$ cat src/hw/scrpr_pkg.sv
package scrpr_pkg;

    // ************************************************************
    // command codes and command block layout
    // ************************************************************
    localparam int CDB_BYTES = 16;
    localparam int CDB_W = 8 * CDB_BYTES;
    localparam logic [7:0] OP_PREFETCH10 = 8'h34;
    localparam logic [7:0] OP_PREFETCH16 = 8'h90;
    localparam logic [7:0] OP_READ6 = 8'h08;
    localparam int IMMED_BIT = 1;        // bit of byte 1 in both prefetch forms
    localparam int READ6_LBA_HI_W = 5;   // low bits of byte 1 in the 6-byte read
    localparam logic [31:0] READ6_ZERO_COUNT = 32'h0000_0100;

    // ************************************************************
    // reservation service actions
    // ************************************************************
    localparam logic [3:0] SA_REGISTER = 4'h0;
    localparam logic [3:0] SA_RESERVE = 4'h1;
    localparam logic [3:0] SA_RELEASE = 4'h2;
    localparam logic [3:0] SA_PREEMPT_CLR = 4'h5;
    localparam int KEY_W = 64;
    localparam int GEN_W = 32;

    // ************************************************************
    // status and sense answers
    // ************************************************************
    localparam logic [7:0] ST_GOOD = 8'h00;
    localparam logic [7:0] ST_CHECK = 8'h02;
    localparam logic [7:0] ST_CONFLICT = 8'h18;
    localparam logic [3:0] SK_NONE = 4'h0;
    localparam logic [3:0] SK_ILLEGAL = 4'h5;
    localparam logic [7:0] ASC_NONE = 8'h00;
    localparam logic [7:0] ASC_BAD_OPCODE = 8'h20;
    localparam logic [7:0] ASC_BAD_FIELD = 8'h24;

    // ************************************************************
    // control states
    // ************************************************************
    typedef enum logic [2:0] {
        SCRPR_IDLE = 3'b000,
        SCRPR_PR_RD = 3'b001,
        SCRPR_PR_EXEC = 3'b010,
        SCRPR_MED_WAIT = 3'b011,
        SCRPR_CLR = 3'b100
    } scrpr_state_t;

endpackage : scrpr_pkg

$ cat src/hw/scrpr_key_mem.sv
// ************************************************************
// registration key store, one word per initiator
// ************************************************************
module scrpr_key_mem #(
    parameter int ADDR_W = 3,
    parameter int DATA_W = 64
) (
    input wire logic mclk,
    input wire logic we,
    input wire logic [ADDR_W-1:0] waddr,
    input wire logic [DATA_W-1:0] wdata,
    input wire logic [ADDR_W-1:0] raddr,
    output logic [DATA_W-1:0] rdata
);

    logic [DATA_W-1:0] mem [0:(1<<ADDR_W)-1];

    // no reset on the array; the controller sweeps it clear when needed
    always_ff @(posedge mclk)
    begin
        if (we)
        begin
            mem[waddr] <= wdata;
        end
        rdata <= mem[raddr];
    end

endmodule : scrpr_key_mem

$ cat src/hw/scrpr_core.sv
// Functional notes
// - Scope/type used by reserve, release, preempt only
// - Key mismatch for requester gives reservation conflict
// - Register stores service key for requester
// - Preempt-and-clear drops reservation matching service key; here the requester takes it over
// - Persist bit honoured only on register
// - Power restore: clear unless persisted; generation zeroed
// - Generation counts successful register and preempt
// - Opcode 34h: 10-byte prefetch into cache
// - Opcode 90h: 16-byte prefetch, no data out
// - Zero prefetch count fills segment or medium
// - Prefetch status held until operation completes
// - Immediate bit set: check condition, invalid field
// - Opcode 08h: 6-byte read to initiator
// - 6-byte read count zero means 256
// - 6-byte read: no protection info sent/checked
module scrpr_core #(
    parameter int INIT_W = 3
) (
    input wire logic mclk,
    input wire logic rst_b,
    input wire logic power_restore,
    input wire logic cmd_valid,
    output logic cmd_ready,
    input wire logic [scrpr_pkg::CDB_W-1:0] cmd_cdb,
    input wire logic pr_valid,
    output logic pr_ready,
    input wire logic [INIT_W-1:0] pr_initiator,
    input wire logic [3:0] pr_action,
    input wire logic [7:0] pr_scope_type,
    input wire logic [scrpr_pkg::KEY_W-1:0] pr_key,
    input wire logic [scrpr_pkg::KEY_W-1:0] pr_sa_key,
    input wire logic pr_aptpl,
    output logic med_req,
    output logic [63:0] med_lba,
    output logic [31:0] med_count,
    output logic med_to_cache,
    output logic med_fill,
    output logic med_pi_xfer,
    output logic med_pi_check,
    input wire logic med_done,
    output logic status_valid,
    output logic [7:0] status_code,
    output logic [3:0] sense_key,
    output logic [7:0] sense_asc,
    output logic res_valid,
    output logic [INIT_W-1:0] res_holder,
    output logic [7:0] res_scope_type,
    output logic aptpl,
    output logic [scrpr_pkg::GEN_W-1:0] generation
);

    // ************************************************************
    // helpers and declarations
    // ************************************************************
    function automatic logic [7:0] cdb_byte(input logic [scrpr_pkg::CDB_W-1:0] c, input int i);
        return c[scrpr_pkg::CDB_W-1-8*i -: 8];
    endfunction : cdb_byte

    scrpr_pkg::scrpr_state_t state;
    logic [INIT_W-1:0] clr_idx;
    logic [INIT_W-1:0] init_q;
    logic [3:0] act_q;
    logic [7:0] st_q;
    logic [scrpr_pkg::KEY_W-1:0] key_q;
    logic [scrpr_pkg::KEY_W-1:0] sa_key_q;
    logic aptpl_q;
    logic [scrpr_pkg::KEY_W-1:0] res_key;
    logic [scrpr_pkg::KEY_W-1:0] key_rdata;
    logic cmd_fire;
    logic pr_fire;
    logic [7:0] opcode;
    logic [7:0] cdb_b1;
    logic is_pf10;
    logic is_pf16;
    logic is_rd6;
    logic pf_immed;
    logic act_known;
    logic key_ok;
    logic rsv_busy;
    logic exec_ok;
    logic in_exec;
    logic mem_we;

    // ************************************************************
    // command acceptance and decode
    // ************************************************************
    // a command block wins over a reservation request in the same cycle
    assign cmd_ready = (state == scrpr_pkg::SCRPR_IDLE) && !power_restore;
    assign pr_ready = cmd_ready && !cmd_valid;
    assign cmd_fire = cmd_valid && cmd_ready;
    assign pr_fire = pr_valid && pr_ready;

    // byte 0 is looked at before any other field is trusted
    assign opcode = cdb_byte(cmd_cdb, 0);
    assign is_pf10 = (opcode == scrpr_pkg::OP_PREFETCH10);
    assign is_pf16 = (opcode == scrpr_pkg::OP_PREFETCH16);
    assign is_rd6 = (opcode == scrpr_pkg::OP_READ6);
    assign cdb_b1 = cdb_byte(cmd_cdb, 1);
    assign pf_immed = cdb_b1[scrpr_pkg::IMMED_BIT];

    // ************************************************************
    // reservation checks, valid in the execute state
    // ************************************************************
    assign in_exec = (state == scrpr_pkg::SCRPR_PR_EXEC);
    assign act_known = (act_q == scrpr_pkg::SA_REGISTER) || (act_q == scrpr_pkg::SA_RESERVE)
        || (act_q == scrpr_pkg::SA_RELEASE) || (act_q == scrpr_pkg::SA_PREEMPT_CLR);
    // an unregistered initiator holds key zero, so it must also present zero
    assign key_ok = (key_q == key_rdata);
    assign rsv_busy = (act_q == scrpr_pkg::SA_RESERVE) && res_valid && (res_holder != init_q);
    assign exec_ok = in_exec && act_known && key_ok && !rsv_busy;

    // ************************************************************
    // key store and its write port
    // ************************************************************
    assign mem_we = (state == scrpr_pkg::SCRPR_CLR)
        || (exec_ok && (act_q == scrpr_pkg::SA_REGISTER));

    scrpr_key_mem #(
        .ADDR_W(INIT_W),
        .DATA_W(scrpr_pkg::KEY_W)
    ) u_keys (
        .mclk(mclk),
        .we(mem_we),
        .waddr((state == scrpr_pkg::SCRPR_CLR) ? clr_idx : init_q),
        .wdata((state == scrpr_pkg::SCRPR_CLR) ? {scrpr_pkg::KEY_W{1'b0}} : sa_key_q),
        .raddr(init_q), // held copy, so the word read still belongs to the requester
        .rdata(key_rdata)
    );

    // ************************************************************
    // control sequence
    // ************************************************************
    // power restore aborts whatever runs; a non-persisted state sweeps all keys
    always_ff @(posedge mclk or negedge rst_b)
    begin
        if (!rst_b)
        begin
            state <= scrpr_pkg::SCRPR_IDLE;
            clr_idx <= '0;
        end
        else if (power_restore)
        begin
            state <= aptpl ? scrpr_pkg::SCRPR_IDLE : scrpr_pkg::SCRPR_CLR;
            clr_idx <= '0;
        end
        else
        begin
            case (state)
                scrpr_pkg::SCRPR_IDLE:
                begin
                    if (cmd_fire && ((is_pf10 || is_pf16) && !pf_immed || is_rd6))
                    begin
                        state <= scrpr_pkg::SCRPR_MED_WAIT;
                    end
                    else if (pr_fire)
                    begin
                        state <= scrpr_pkg::SCRPR_PR_RD;
                    end
                end
                scrpr_pkg::SCRPR_PR_RD: state <= scrpr_pkg::SCRPR_PR_EXEC;
                scrpr_pkg::SCRPR_PR_EXEC: state <= scrpr_pkg::SCRPR_IDLE;
                scrpr_pkg::SCRPR_MED_WAIT:
                begin
                    if (med_done)
                    begin
                        state <= scrpr_pkg::SCRPR_IDLE;
                    end
                end
                scrpr_pkg::SCRPR_CLR:
                begin
                    clr_idx <= clr_idx + 1'b1;
                    if (&clr_idx)
                    begin
                        state <= scrpr_pkg::SCRPR_IDLE;
                    end
                end
                default: state <= scrpr_pkg::SCRPR_IDLE;
            endcase
        end
    end

    // request fields held through the read of the key store
    always_ff @(posedge mclk or negedge rst_b)
    begin
        if (!rst_b)
        begin
            init_q <= '0;
            act_q <= '0;
            st_q <= '0;
            key_q <= '0;
            sa_key_q <= '0;
            aptpl_q <= 1'b0;
        end
        else if (pr_fire)
        begin
            init_q <= pr_initiator;
            act_q <= pr_action;
            st_q <= pr_scope_type;
            key_q <= pr_key;
            sa_key_q <= pr_sa_key;
            aptpl_q <= pr_aptpl;
        end
    end

    // ************************************************************
    // reservation state, persist bit and generation
    // ************************************************************
    always_ff @(posedge mclk or negedge rst_b)
    begin
        if (!rst_b)
        begin
            res_valid <= 1'b0;
            res_holder <= '0;
            res_scope_type <= '0;
            res_key <= '0;
        end
        else if (power_restore)
        begin
            if (!aptpl)
            begin
                res_valid <= 1'b0;
            end
        end
        else if (exec_ok)
        begin
            case (act_q)
                scrpr_pkg::SA_RESERVE:
                begin
                    res_valid <= 1'b1;
                    res_holder <= init_q;
                    res_scope_type <= st_q;
                    res_key <= key_q;
                end
                scrpr_pkg::SA_RELEASE:
                begin
                    if (res_valid && (res_holder == init_q) && (res_scope_type == st_q))
                    begin
                        res_valid <= 1'b0;
                    end
                end
                scrpr_pkg::SA_PREEMPT_CLR:
                begin
                    // requester takes over the reservation it preempts
                    if (res_valid && (res_key == sa_key_q))
                    begin
                        res_holder <= init_q;
                        res_scope_type <= st_q;
                        res_key <= key_q;
                    end
                end
                default: res_valid <= res_valid; // register leaves scope and type alone
            endcase
        end
    end

    // persist bit only follows a successful register
    always_ff @(posedge mclk or negedge rst_b)
    begin
        if (!rst_b)
        begin
            aptpl <= 1'b0;
        end
        else if (exec_ok && (act_q == scrpr_pkg::SA_REGISTER))
        begin
            aptpl <= aptpl_q;
        end
    end

    always_ff @(posedge mclk or negedge rst_b)
    begin
        if (!rst_b)
        begin
            generation <= '0;
        end
        else if (power_restore)
        begin
            generation <= '0;
        end
        else if (exec_ok && ((act_q == scrpr_pkg::SA_REGISTER) || (act_q == scrpr_pkg::SA_PREEMPT_CLR)))
        begin
            generation <= generation + 1'b1;
        end
    end

    // ************************************************************
    // medium request
    // ************************************************************
    // protection information is never moved or checked on these commands
    assign med_pi_xfer = 1'b0;
    assign med_pi_check = 1'b0;

    always_ff @(posedge mclk or negedge rst_b)
    begin
        if (!rst_b)
        begin
            med_req <= 1'b0;
            med_lba <= '0;
            med_count <= '0;
            med_to_cache <= 1'b0;
            med_fill <= 1'b0;
        end
        else
        begin
            med_req <= 1'b0;
            if (cmd_fire && (is_pf10 || is_pf16) && !pf_immed)
            begin
                med_req <= 1'b1;
                med_to_cache <= 1'b1;
                if (is_pf10)
                begin
                    med_lba <= {32'h0000_0000, cdb_byte(cmd_cdb, 2), cdb_byte(cmd_cdb, 3),
                        cdb_byte(cmd_cdb, 4), cdb_byte(cmd_cdb, 5)};
                    med_count <= {16'h0000, cdb_byte(cmd_cdb, 7), cdb_byte(cmd_cdb, 8)};
                    med_fill <= ({cdb_byte(cmd_cdb, 7), cdb_byte(cmd_cdb, 8)} == 16'h0000);
                end
                else
                begin
                    med_lba <= {cdb_byte(cmd_cdb, 2), cdb_byte(cmd_cdb, 3), cdb_byte(cmd_cdb, 4),
                        cdb_byte(cmd_cdb, 5), cdb_byte(cmd_cdb, 6), cdb_byte(cmd_cdb, 7),
                        cdb_byte(cmd_cdb, 8), cdb_byte(cmd_cdb, 9)};
                    med_count <= {cdb_byte(cmd_cdb, 10), cdb_byte(cmd_cdb, 11),
                        cdb_byte(cmd_cdb, 12), cdb_byte(cmd_cdb, 13)};
                    med_fill <= ({cdb_byte(cmd_cdb, 10), cdb_byte(cmd_cdb, 11),
                        cdb_byte(cmd_cdb, 12), cdb_byte(cmd_cdb, 13)} == 32'h0000_0000);
                end
            end
            else if (cmd_fire && is_rd6)
            begin
                med_req <= 1'b1;
                med_to_cache <= 1'b0;
                med_fill <= 1'b0;
                med_lba <= {43'h0, cdb_b1[scrpr_pkg::READ6_LBA_HI_W-1:0],
                    cdb_byte(cmd_cdb, 2), cdb_byte(cmd_cdb, 3)};
                med_count <= (cdb_byte(cmd_cdb, 4) == 8'h00) ? scrpr_pkg::READ6_ZERO_COUNT
                    : {24'h00_0000, cdb_byte(cmd_cdb, 4)};
            end
        end
    end

    // ************************************************************
    // completion status
    // ************************************************************
    always_ff @(posedge mclk or negedge rst_b)
    begin
        if (!rst_b)
        begin
            status_valid <= 1'b0;
            status_code <= scrpr_pkg::ST_GOOD;
            sense_key <= scrpr_pkg::SK_NONE;
            sense_asc <= scrpr_pkg::ASC_NONE;
        end
        else
        begin
            status_valid <= 1'b0;
            if (cmd_fire && (is_pf10 || is_pf16) && pf_immed)
            begin
                status_valid <= 1'b1;
                status_code <= scrpr_pkg::ST_CHECK;
                sense_key <= scrpr_pkg::SK_ILLEGAL;
                sense_asc <= scrpr_pkg::ASC_BAD_FIELD;
            end
            else if (cmd_fire && !(is_pf10 || is_pf16 || is_rd6))
            begin
                status_valid <= 1'b1;
                status_code <= scrpr_pkg::ST_CHECK;
                sense_key <= scrpr_pkg::SK_ILLEGAL;
                sense_asc <= scrpr_pkg::ASC_BAD_OPCODE;
            end
            else if ((state == scrpr_pkg::SCRPR_MED_WAIT) && med_done && !power_restore)
            begin
                status_valid <= 1'b1;
                status_code <= scrpr_pkg::ST_GOOD;
                sense_key <= scrpr_pkg::SK_NONE;
                sense_asc <= scrpr_pkg::ASC_NONE;
            end
            else if (in_exec && !power_restore)
            begin
                status_valid <= 1'b1;
                status_code <= !act_known ? scrpr_pkg::ST_CHECK
                    : (exec_ok ? scrpr_pkg::ST_GOOD : scrpr_pkg::ST_CONFLICT);
                sense_key <= act_known ? scrpr_pkg::SK_NONE : scrpr_pkg::SK_ILLEGAL;
                sense_asc <= act_known ? scrpr_pkg::ASC_NONE : scrpr_pkg::ASC_BAD_FIELD;
            end
        end
    end

    // ************************************************************
    // assertions
    // ************************************************************
    property p_immed_check;
        @(posedge mclk) disable iff (!rst_b)
        cmd_fire && (is_pf10 || is_pf16) && pf_immed |=> status_valid && status_code == 8'h02
            && sense_key == 4'h5 && sense_asc == 8'h24 && !med_req;
    endproperty
    a_immed_check: assert property (p_immed_check) else $error("immediate prefetch not refused");

    property p_prefetch_cache;
        @(posedge mclk) disable iff (!rst_b)
        cmd_fire && (is_pf10 || is_pf16) && !pf_immed |=> med_req && med_to_cache && !status_valid;
    endproperty
    a_prefetch_cache: assert property (p_prefetch_cache) else $error("prefetch not sent to cache");

    property p_pf16_fields;
        @(posedge mclk) disable iff (!rst_b)
        cmd_fire && is_pf16 && !pf_immed |=> med_lba == $past(cmd_cdb[111:48])
            && med_count == $past(cmd_cdb[47:16]);
    endproperty
    a_pf16_fields: assert property (p_pf16_fields) else $error("16-byte prefetch fields wrong");

    property p_read6_zero;
        @(posedge mclk) disable iff (!rst_b)
        cmd_fire && is_rd6 && cmd_cdb[95:88] == 8'h00 |=> med_req && med_count == 32'h0000_0100 && !med_to_cache;
    endproperty
    a_read6_zero: assert property (p_read6_zero) else $error("zero read count not 256");

    property p_no_pi;
        @(posedge mclk) disable iff (!rst_b)
        med_req |-> !med_pi_xfer && !med_pi_check;
    endproperty
    a_no_pi: assert property (p_no_pi) else $error("protection info used on read");

    property p_hold_status;
        @(posedge mclk) disable iff (!rst_b)
        state == scrpr_pkg::SCRPR_MED_WAIT && !med_done |=> !status_valid;
    endproperty
    a_hold_status: assert property (p_hold_status) else $error("status before completion");

    property p_gen_step;
        @(posedge mclk) disable iff (!rst_b)
        generation != $past(generation) |-> generation == $past(generation) + 1'b1 || generation == '0;
    endproperty
    a_gen_step: assert property (p_gen_step) else $error("generation jumped");

    property p_power_clear;
        @(posedge mclk) disable iff (!rst_b)
        power_restore && !aptpl |=> generation == '0 && !res_valid ##8 state != scrpr_pkg::SCRPR_CLR;
    endproperty
    a_power_clear: assert property (p_power_clear) else $error("power restore not cleared");

    property p_conflict;
        @(posedge mclk) disable iff (!rst_b)
        in_exec && act_known && !key_ok |=> status_valid && status_code == 8'h18 && $stable(generation);
    endproperty
    a_conflict: assert property (p_conflict) else $error("key mismatch not a conflict");

    property p_bad_opcode;
        @(posedge mclk) disable iff (!rst_b)
        cmd_fire && !(is_pf10 || is_pf16 || is_rd6) |=> status_valid && sense_asc == 8'h20 && !med_req;
    endproperty
    a_bad_opcode: assert property (p_bad_opcode) else $error("unknown opcode accepted");

    c_prefetch_done: cover property (@(posedge mclk) disable iff (!rst_b)
        med_req && med_to_cache ##[1:20] status_valid);
    c_register_ok: cover property (@(posedge mclk) disable iff (!rst_b)
        exec_ok && act_q == scrpr_pkg::SA_REGISTER);
    c_preempt_ok: cover property (@(posedge mclk) disable iff (!rst_b)
        exec_ok && act_q == scrpr_pkg::SA_PREEMPT_CLR && res_valid && res_key == sa_key_q);
    c_power_sweep: cover property (@(posedge mclk) disable iff (!rst_b)
        state == scrpr_pkg::SCRPR_CLR);

endmodule : scrpr_core

$ cat config.mk
export PLATFORM = sky130hd
export DESIGN_NAME = scrpr_core
export DESIGN_NICKNAME = d
export VERILOG_FILES = /design/src/hw/scrpr_pkg.sv /design/src/hw/scrpr_key_mem.sv /design/src/hw/scrpr_core.sv
export SDC_FILE = /design/constraint.sdc
export NUM_CORES = 1
export LEC_CHECK = 0
export BUFFER_PORTS_ARGS = -buffer_cell sky130_fd_sc_hd__buf_2
export CORE_MARGIN = 8
export CORE_UTILIZATION = 63
export DETAILED_ROUTE_END_ITERATION = 12
export PLACE_DENSITY = 0.85
export RECOVER_POWER = 25
export SLEW_MARGIN = 0
export SYNTH_ARGS = -nofsm -noshare
export SYNTH_HDL_FRONTEND = slang
export SYNTH_HIERARCHICAL = 1
export SYNTH_SLANG_ARGS = --single-unit
$ cat constraint.sdc
create_clock -name mclk -period 10.9 [get_ports mclk]
set_input_delay 2.18 -clock mclk [delete_from_list [all_inputs] [get_ports mclk]]
set_output_delay 2.18 -clock mclk [all_outputs]
set_load 0.02 [all_outputs]
Word level (Yosys, flattened, before mapping). Memory sizes are Yosys's and may differ from the RTL's. A register that Yosys moved wholly into a read port is not among the register bits. Index checks and enable logic that the tools add are counted.

Memory bits (writable): 512. Input bits: 278. Bits in read-only memories: 0. Memories: 1. Output and inout bits: 169. Latch bits: 0. Flip-flop bits (word level): 379.

Memories: u_keys.mem (depth 8, width 64, rd ports 1, clocked after memory_dff 1, write ports 1, line scrpr_key_mem.sv:16) `logic [DATA_W-1:0] mem [0:(1<<ADDR_W)-1];`.

Divide/modulo/power cells: 0. Bitwise logic cells: 1. Equality and inequality tests: 21. Muxes and demuxes: 59. Reduce and logical (&&, ||, !) cells: 53. Shift operators: 0. Add/sub/neg operators: 2. Order comparisons: 0. Multipliers: 0.

Operators by type and width (number): $mux W64 (5); $mux W32 (5); $eq A64 B64 Y1 (2); $pmux W64 S2 (1); $mux W8 (9); $mux W3 (11); $add A32 B1 Y32 const B (1); $logic_not A32 Y1 (1); $logic_and A1 B1 Y1 (24); $logic_not A16 Y1 (1); $mux W1 (16); $mux W4 (4); $pmux W8 S2 (1); $pmux W3 S4 (1); $mux W5 (2); $reduce_bool A2 Y1 (5); $mux W9 (1); $eq A8 B4 Y1 const B (1); $eq A8 B6 Y1 const B (1); $eq A8 B8 Y1 (1); $eq A8 B8 Y1 const B (1); $logic_not A8 Y1 (1); $logic_or A1 B1 Y1 (8); $reduce_and A4 Y1 (2); 23 further kinds (31).

Longest topological paths before layout.
Depth in word-level cells: 13. Mapped depth: 9. Mapped depth without buffers: 9.

Cells and area by module. Netlist, hierarchy kept.

Modules (own cells, without submodules): scrpr_key_mem (area an instance 20547.2 µm², sequential area each 16656.0 µm², instances 1, cells an instance 816); scrpr_core (area an instance 17167.7 µm², sequential area each 9058.7 µm², instances 1, cells an instance 1466).

Worst setup path before layout. Ideal clock, no wire load.

Path type: register to register. Start point: reg key_q[55] (netlist name). End point: mem u_keys.mem[0][0] (enable). Setup time: 565 ps. Data arrival time: 6191 ps. Required time: 10335 ps. Slack: 4145 ps. Period minus slack after synthesis: 6755 ps. Stages on the path, launching flop included: 10. Path through: dfrtp_1 xor2_1 or4_1 nor4b_1 nand4_1 nor2_1 nand2_1 nand2_1 nand2b_1 nor3_1.

Word-level cells in the longest chain between the ends: 7.

Ends and longest elaborated chain: start, declared (line scrpr_core.sv:65) `logic [scrpr_pkg::KEY_W-1:0] key_q;`; start signal, assigned (line scrpr_core.sv:200) `key_q <= pr_key;`; $eq A64 B64 Y1 (line scrpr_core.sv:109) `assign key_ok = (key_q == key_rdata);`; $logic_and A1 B1 Y1 (2 in a row) (line scrpr_core.sv:111) `assign exec_ok = in_exec && act_known && key_ok && !rsv_busy;`; $logic_and A1 B1 Y1 (line scrpr_core.sv:117) `|| (exec_ok && (act_q == scrpr_pkg::SA_REGISTER));`; $logic_or A1 B1 Y1 (line scrpr_core.sv:117); named net mem_we (line scrpr_core.sv:83) `logic mem_we;`; $mux W1 (line scrpr_key_mem.sv:21) `if (we)`; $mux W1 (implied by the code) (line scrpr_key_mem.sv:23) `mem[waddr] <= wdata;`; end, declared (line scrpr_key_mem.sv:16).

The timed path passes the listed nets, and every way through them passes these cells.

Worst setup path after layout.
Start point: in power_restore. End point: out pr_ready.

Word-level cells in the longest chain between the ends: 3.

Ends and longest elaborated chain: start, declared (line scrpr_core.sv:22) `input wire logic power_restore,`; $logic_not A1 Y1 (line scrpr_core.sv:89) `assign cmd_ready = (state == scrpr_pkg::SCRPR_IDLE) && !power_restore;`; $logic_and A1 B1 Y1 (line scrpr_core.sv:89); $logic_and A1 B1 Y1 (line scrpr_core.sv:90) `assign pr_ready = cmd_ready && !cmd_valid;`; end, declared (line scrpr_core.sv:27) `output logic pr_ready,`.

Every way passes these cells.

==> flow_summary.ini <==
[floorplanning]
die_w_um = 261
die-area_um2 = 68000
die_height_um = 261
coreArea_um2 = 59100
initial_core_util = 0.638
std_cell_rows = 89
ioPinCount = 447

[timing]
skew_ps = 23.6
whs_ps = 497
slew_headroom = -0.826
setup_viol = 0
tns_ps = 0
period_share = 0.572
tightest_slew_ps = 2730
max_freq_ghz = 0.160
rsz0062_at_grt = no
hold_violations = 0
drv_slew = 62
fin_crit_ps = 6230

[cells_and_area]
final_core_util = 0.737
layout_commonest_cell = edfxtp_1
final_area_um2 = 43600
drive_gt1_frac = 0.370
syn_to_final_growth_pct = 15.5
fin_nets = 2980
mostFrequentLayoutCells = edfxtp_1, buf_2, dfrtp_1

[global_routing]
antenna_found_initial = 17
use_met2 = 0.495
grt_util_met3 = 0.0823
busiest_layer = met2
met1_usage = 0.379
grt_pass1_wl_um = 155000
first_global_vias = 23700
grt_max_degree = 106
grt_usage = 0.309
grt_overflow = 0

[clock_network]
clock_path_buffers = 3
holdBufCountCts = 0
cts_tree = done
cts_resized = 0
clkLatencyLatePin_ps = 650
numCtsBuffers = 90
clk_pin_slew_ps = 60
post-cts-setup-buffers = 0
h-tree-depth = 3
cts_sinks = 938
root_buffer = clkbuf_16

[power_and_ir_drop]
p_per_area_nw_per_um2 = 216
finalPower_w = 0.00941
peakVddDrop_mv = 0.168
p_leak_nw = 17.6

[placed_design]
gp_congestion = 0.929
hpwl_um = 68400
portBuffers = 412
place_area_um2 = 40500

[worst_setup_path]
cpMaxStageDelayCell = nor4_1
r2r-end = u_keys/mem[7][45]
cp-start-kind = input port
end_kind = output port
worstPathMaxFanout = 51
reg2reg_depth = 10
crit_chain = buf_2, nor4_1, nor2b_1, buf_2
crit_type = in -> out
cp.depth = 4
crit_arrival_ps = 4050
worst_path_dominant_cell_family = simple AND/OR/NAND/NOR gates
reg2reg_from = init_q[2]
slowest_delay_ps = 800
r2r_slack_ps = 5520
crit_path_frequent_cell = buf_2
crit_required_ps = 8720
crit_buf_inv = 2
critPathLaunch = power_restore
worstSetupEndpoint = pr_ready

[status]
violations = capacitance limit, slew limit
status = finished with violations

[detailed_routing]
drt_wl_total_um = 106000
wl_per_cell_um = 29.8
drc = 0
drt_iter0_markers = 3028
first_pass_iters = 8
via_per_inst = 6.54
ant_nets = 0
dr_total_vias = 23300

[synth]
syn_area_um2 = 37700
yosys_warnings = 6
ys_seq_area_frac = 0.682
synth_top_area_cell = edfxtp_1
syn_avg_cell_area_um2 = 16.5
synthFlopType = edfxtp_1
synth_edf_count = 512
synthDistinctLibCells = 64
yosys-top-cells-area = edfxtp_1, dfrtp_1, mux2_2, mux4_2, dfxtp_1
syn_inst = 2282
ys_ff_latch = 938
async_flop_share = 0.386
synth_top_cell_area_share = 0.408

[hold_path]
worstHoldStart = med_lba[40]
timing.hold.worst.class = reg -> reg

[flow_run]
max-cap-violations = 1
==> where the power goes <==
part	internal, W	switching [W]	total, W
registers	0.00422	0.000348	0.00457
clock network	0.00190	0.00134	0.00324
logic	0.000689	0.000906	0.00159
==> metrics by stage <==
step,setup slack (ps),instances
floorplan,4140,2296
global placement,4800,3380
detailed placement,4740,3380
CTS,4730,3550
global route,4590,3556
finish,4670,3558
==> area by class of cell <==
type | count | area, µm²
sequential | 938 | 25700
fill | 3361 | 15600
multi-input combinational | 1202 | 11400
clock buffer | 124 | 2530
timing repair buffer | 441 | 2290
tap | 773 | 967
clock inverter | 46 | 542
inverter | 26 | 97.6
antenna | 8 | 20.0
==> worst reg2reg max path, stage by stage (launching register included) <==
cell	delay, ps
dfrtp_4	970
xor2_1	350
o311ai_1	740
and4_1	310
nand4_1	250
nor2_1	280
nand2_1	140
nand2_1	110
nand2_1	300
nor2_4	650
buf_4	860
==> cell usage after synthesis (4+ instances only) <==
master    number
a211oi_1       5
a21oi_1       44
a221o_1       24
a22o_1        50
a22oi_1        4
a31o_2         7
a31oi_1        5
and2_1        63
and3_1        12
and4_1         8
buf_1         13
buf_2         10
buf_4         22
buf_6         11
clkbuf_1      74
dfrtp_1      362
dfxtp_1       64
edfxtp_1     512
inv_1         26
mux2_2       289
mux2i_1       20
mux4_2       128
nand2_1       95
nand2b_1      14
nand3_1       36
nand4_1       35
nor2_1        57
nor2b_1       11
nor3_1        12
nor4_1        47
nor4b_1        4
o21ai_0       27
o22ai_1        8
or3_1          4
xnor2_1       66
xor2_1        68
==> logic make-up (layout without fill, tap and decap cells) <==
| group | after synthesis | after routing | synth area share |
|---|---|---|---|
| other | 1 | 23 | 0.0000994 |
| adders and majority gates | 3 | 3 | 0.000995 |
| DFF | 938 | 938 | 0.682 |
| xor gates and xnor gates | 134 | 134 | 0.0311 |
| muxes | 437 | 437 | 0.168 |
| AOI/OAI and AO/OA | 193 | 193 | 0.0374 |
| and+or+nand+nor | 420 | 420 | 0.0603 |
| buffers and inverters | 156 | 637 | 0.0202 |
==> routing by layer <==
metal	part of all wire	wire length [µm]	vias to the layer above
met2	0.48	50900	1595
met4	0.067	7050	10
met5	0.00067	71	-
met3	0.11	11300	362
met1	0.35	36700	11700
li1	-	-	9550
==> worst min-delay path by stage <==
stage,to,slack [ps],cells past startpoint
floorplan,aptpl,470,1
global placement,med_to_cache,460,2
detailed placement,med_lba[57],490,1
CTS,med_count[19],500,1
global route,med_lba[63],510,1
finish,med_lba[40],500,1
==> registers in the layout, summed over array words and instances (netlist names), 3 cells and up <==
| signal | count |
|---|---|
| act_q | 4 |
| clr_idx | 3 |
| key_q | 64 |
| u_keys/mem | 512 |
| st_q | 8 |
| med_lba | 64 |
| generation | 32 |
| sa_key_q | 64 |
| res_key | 64 |
| u_keys/rdata | 64 |
| init_q | 3 |
| med_count | 32 |
| state | 3 |
| res_scope_type | 8 |
| res_holder | 3 |
No activity file was read; power rests on OpenSTA's default activity.
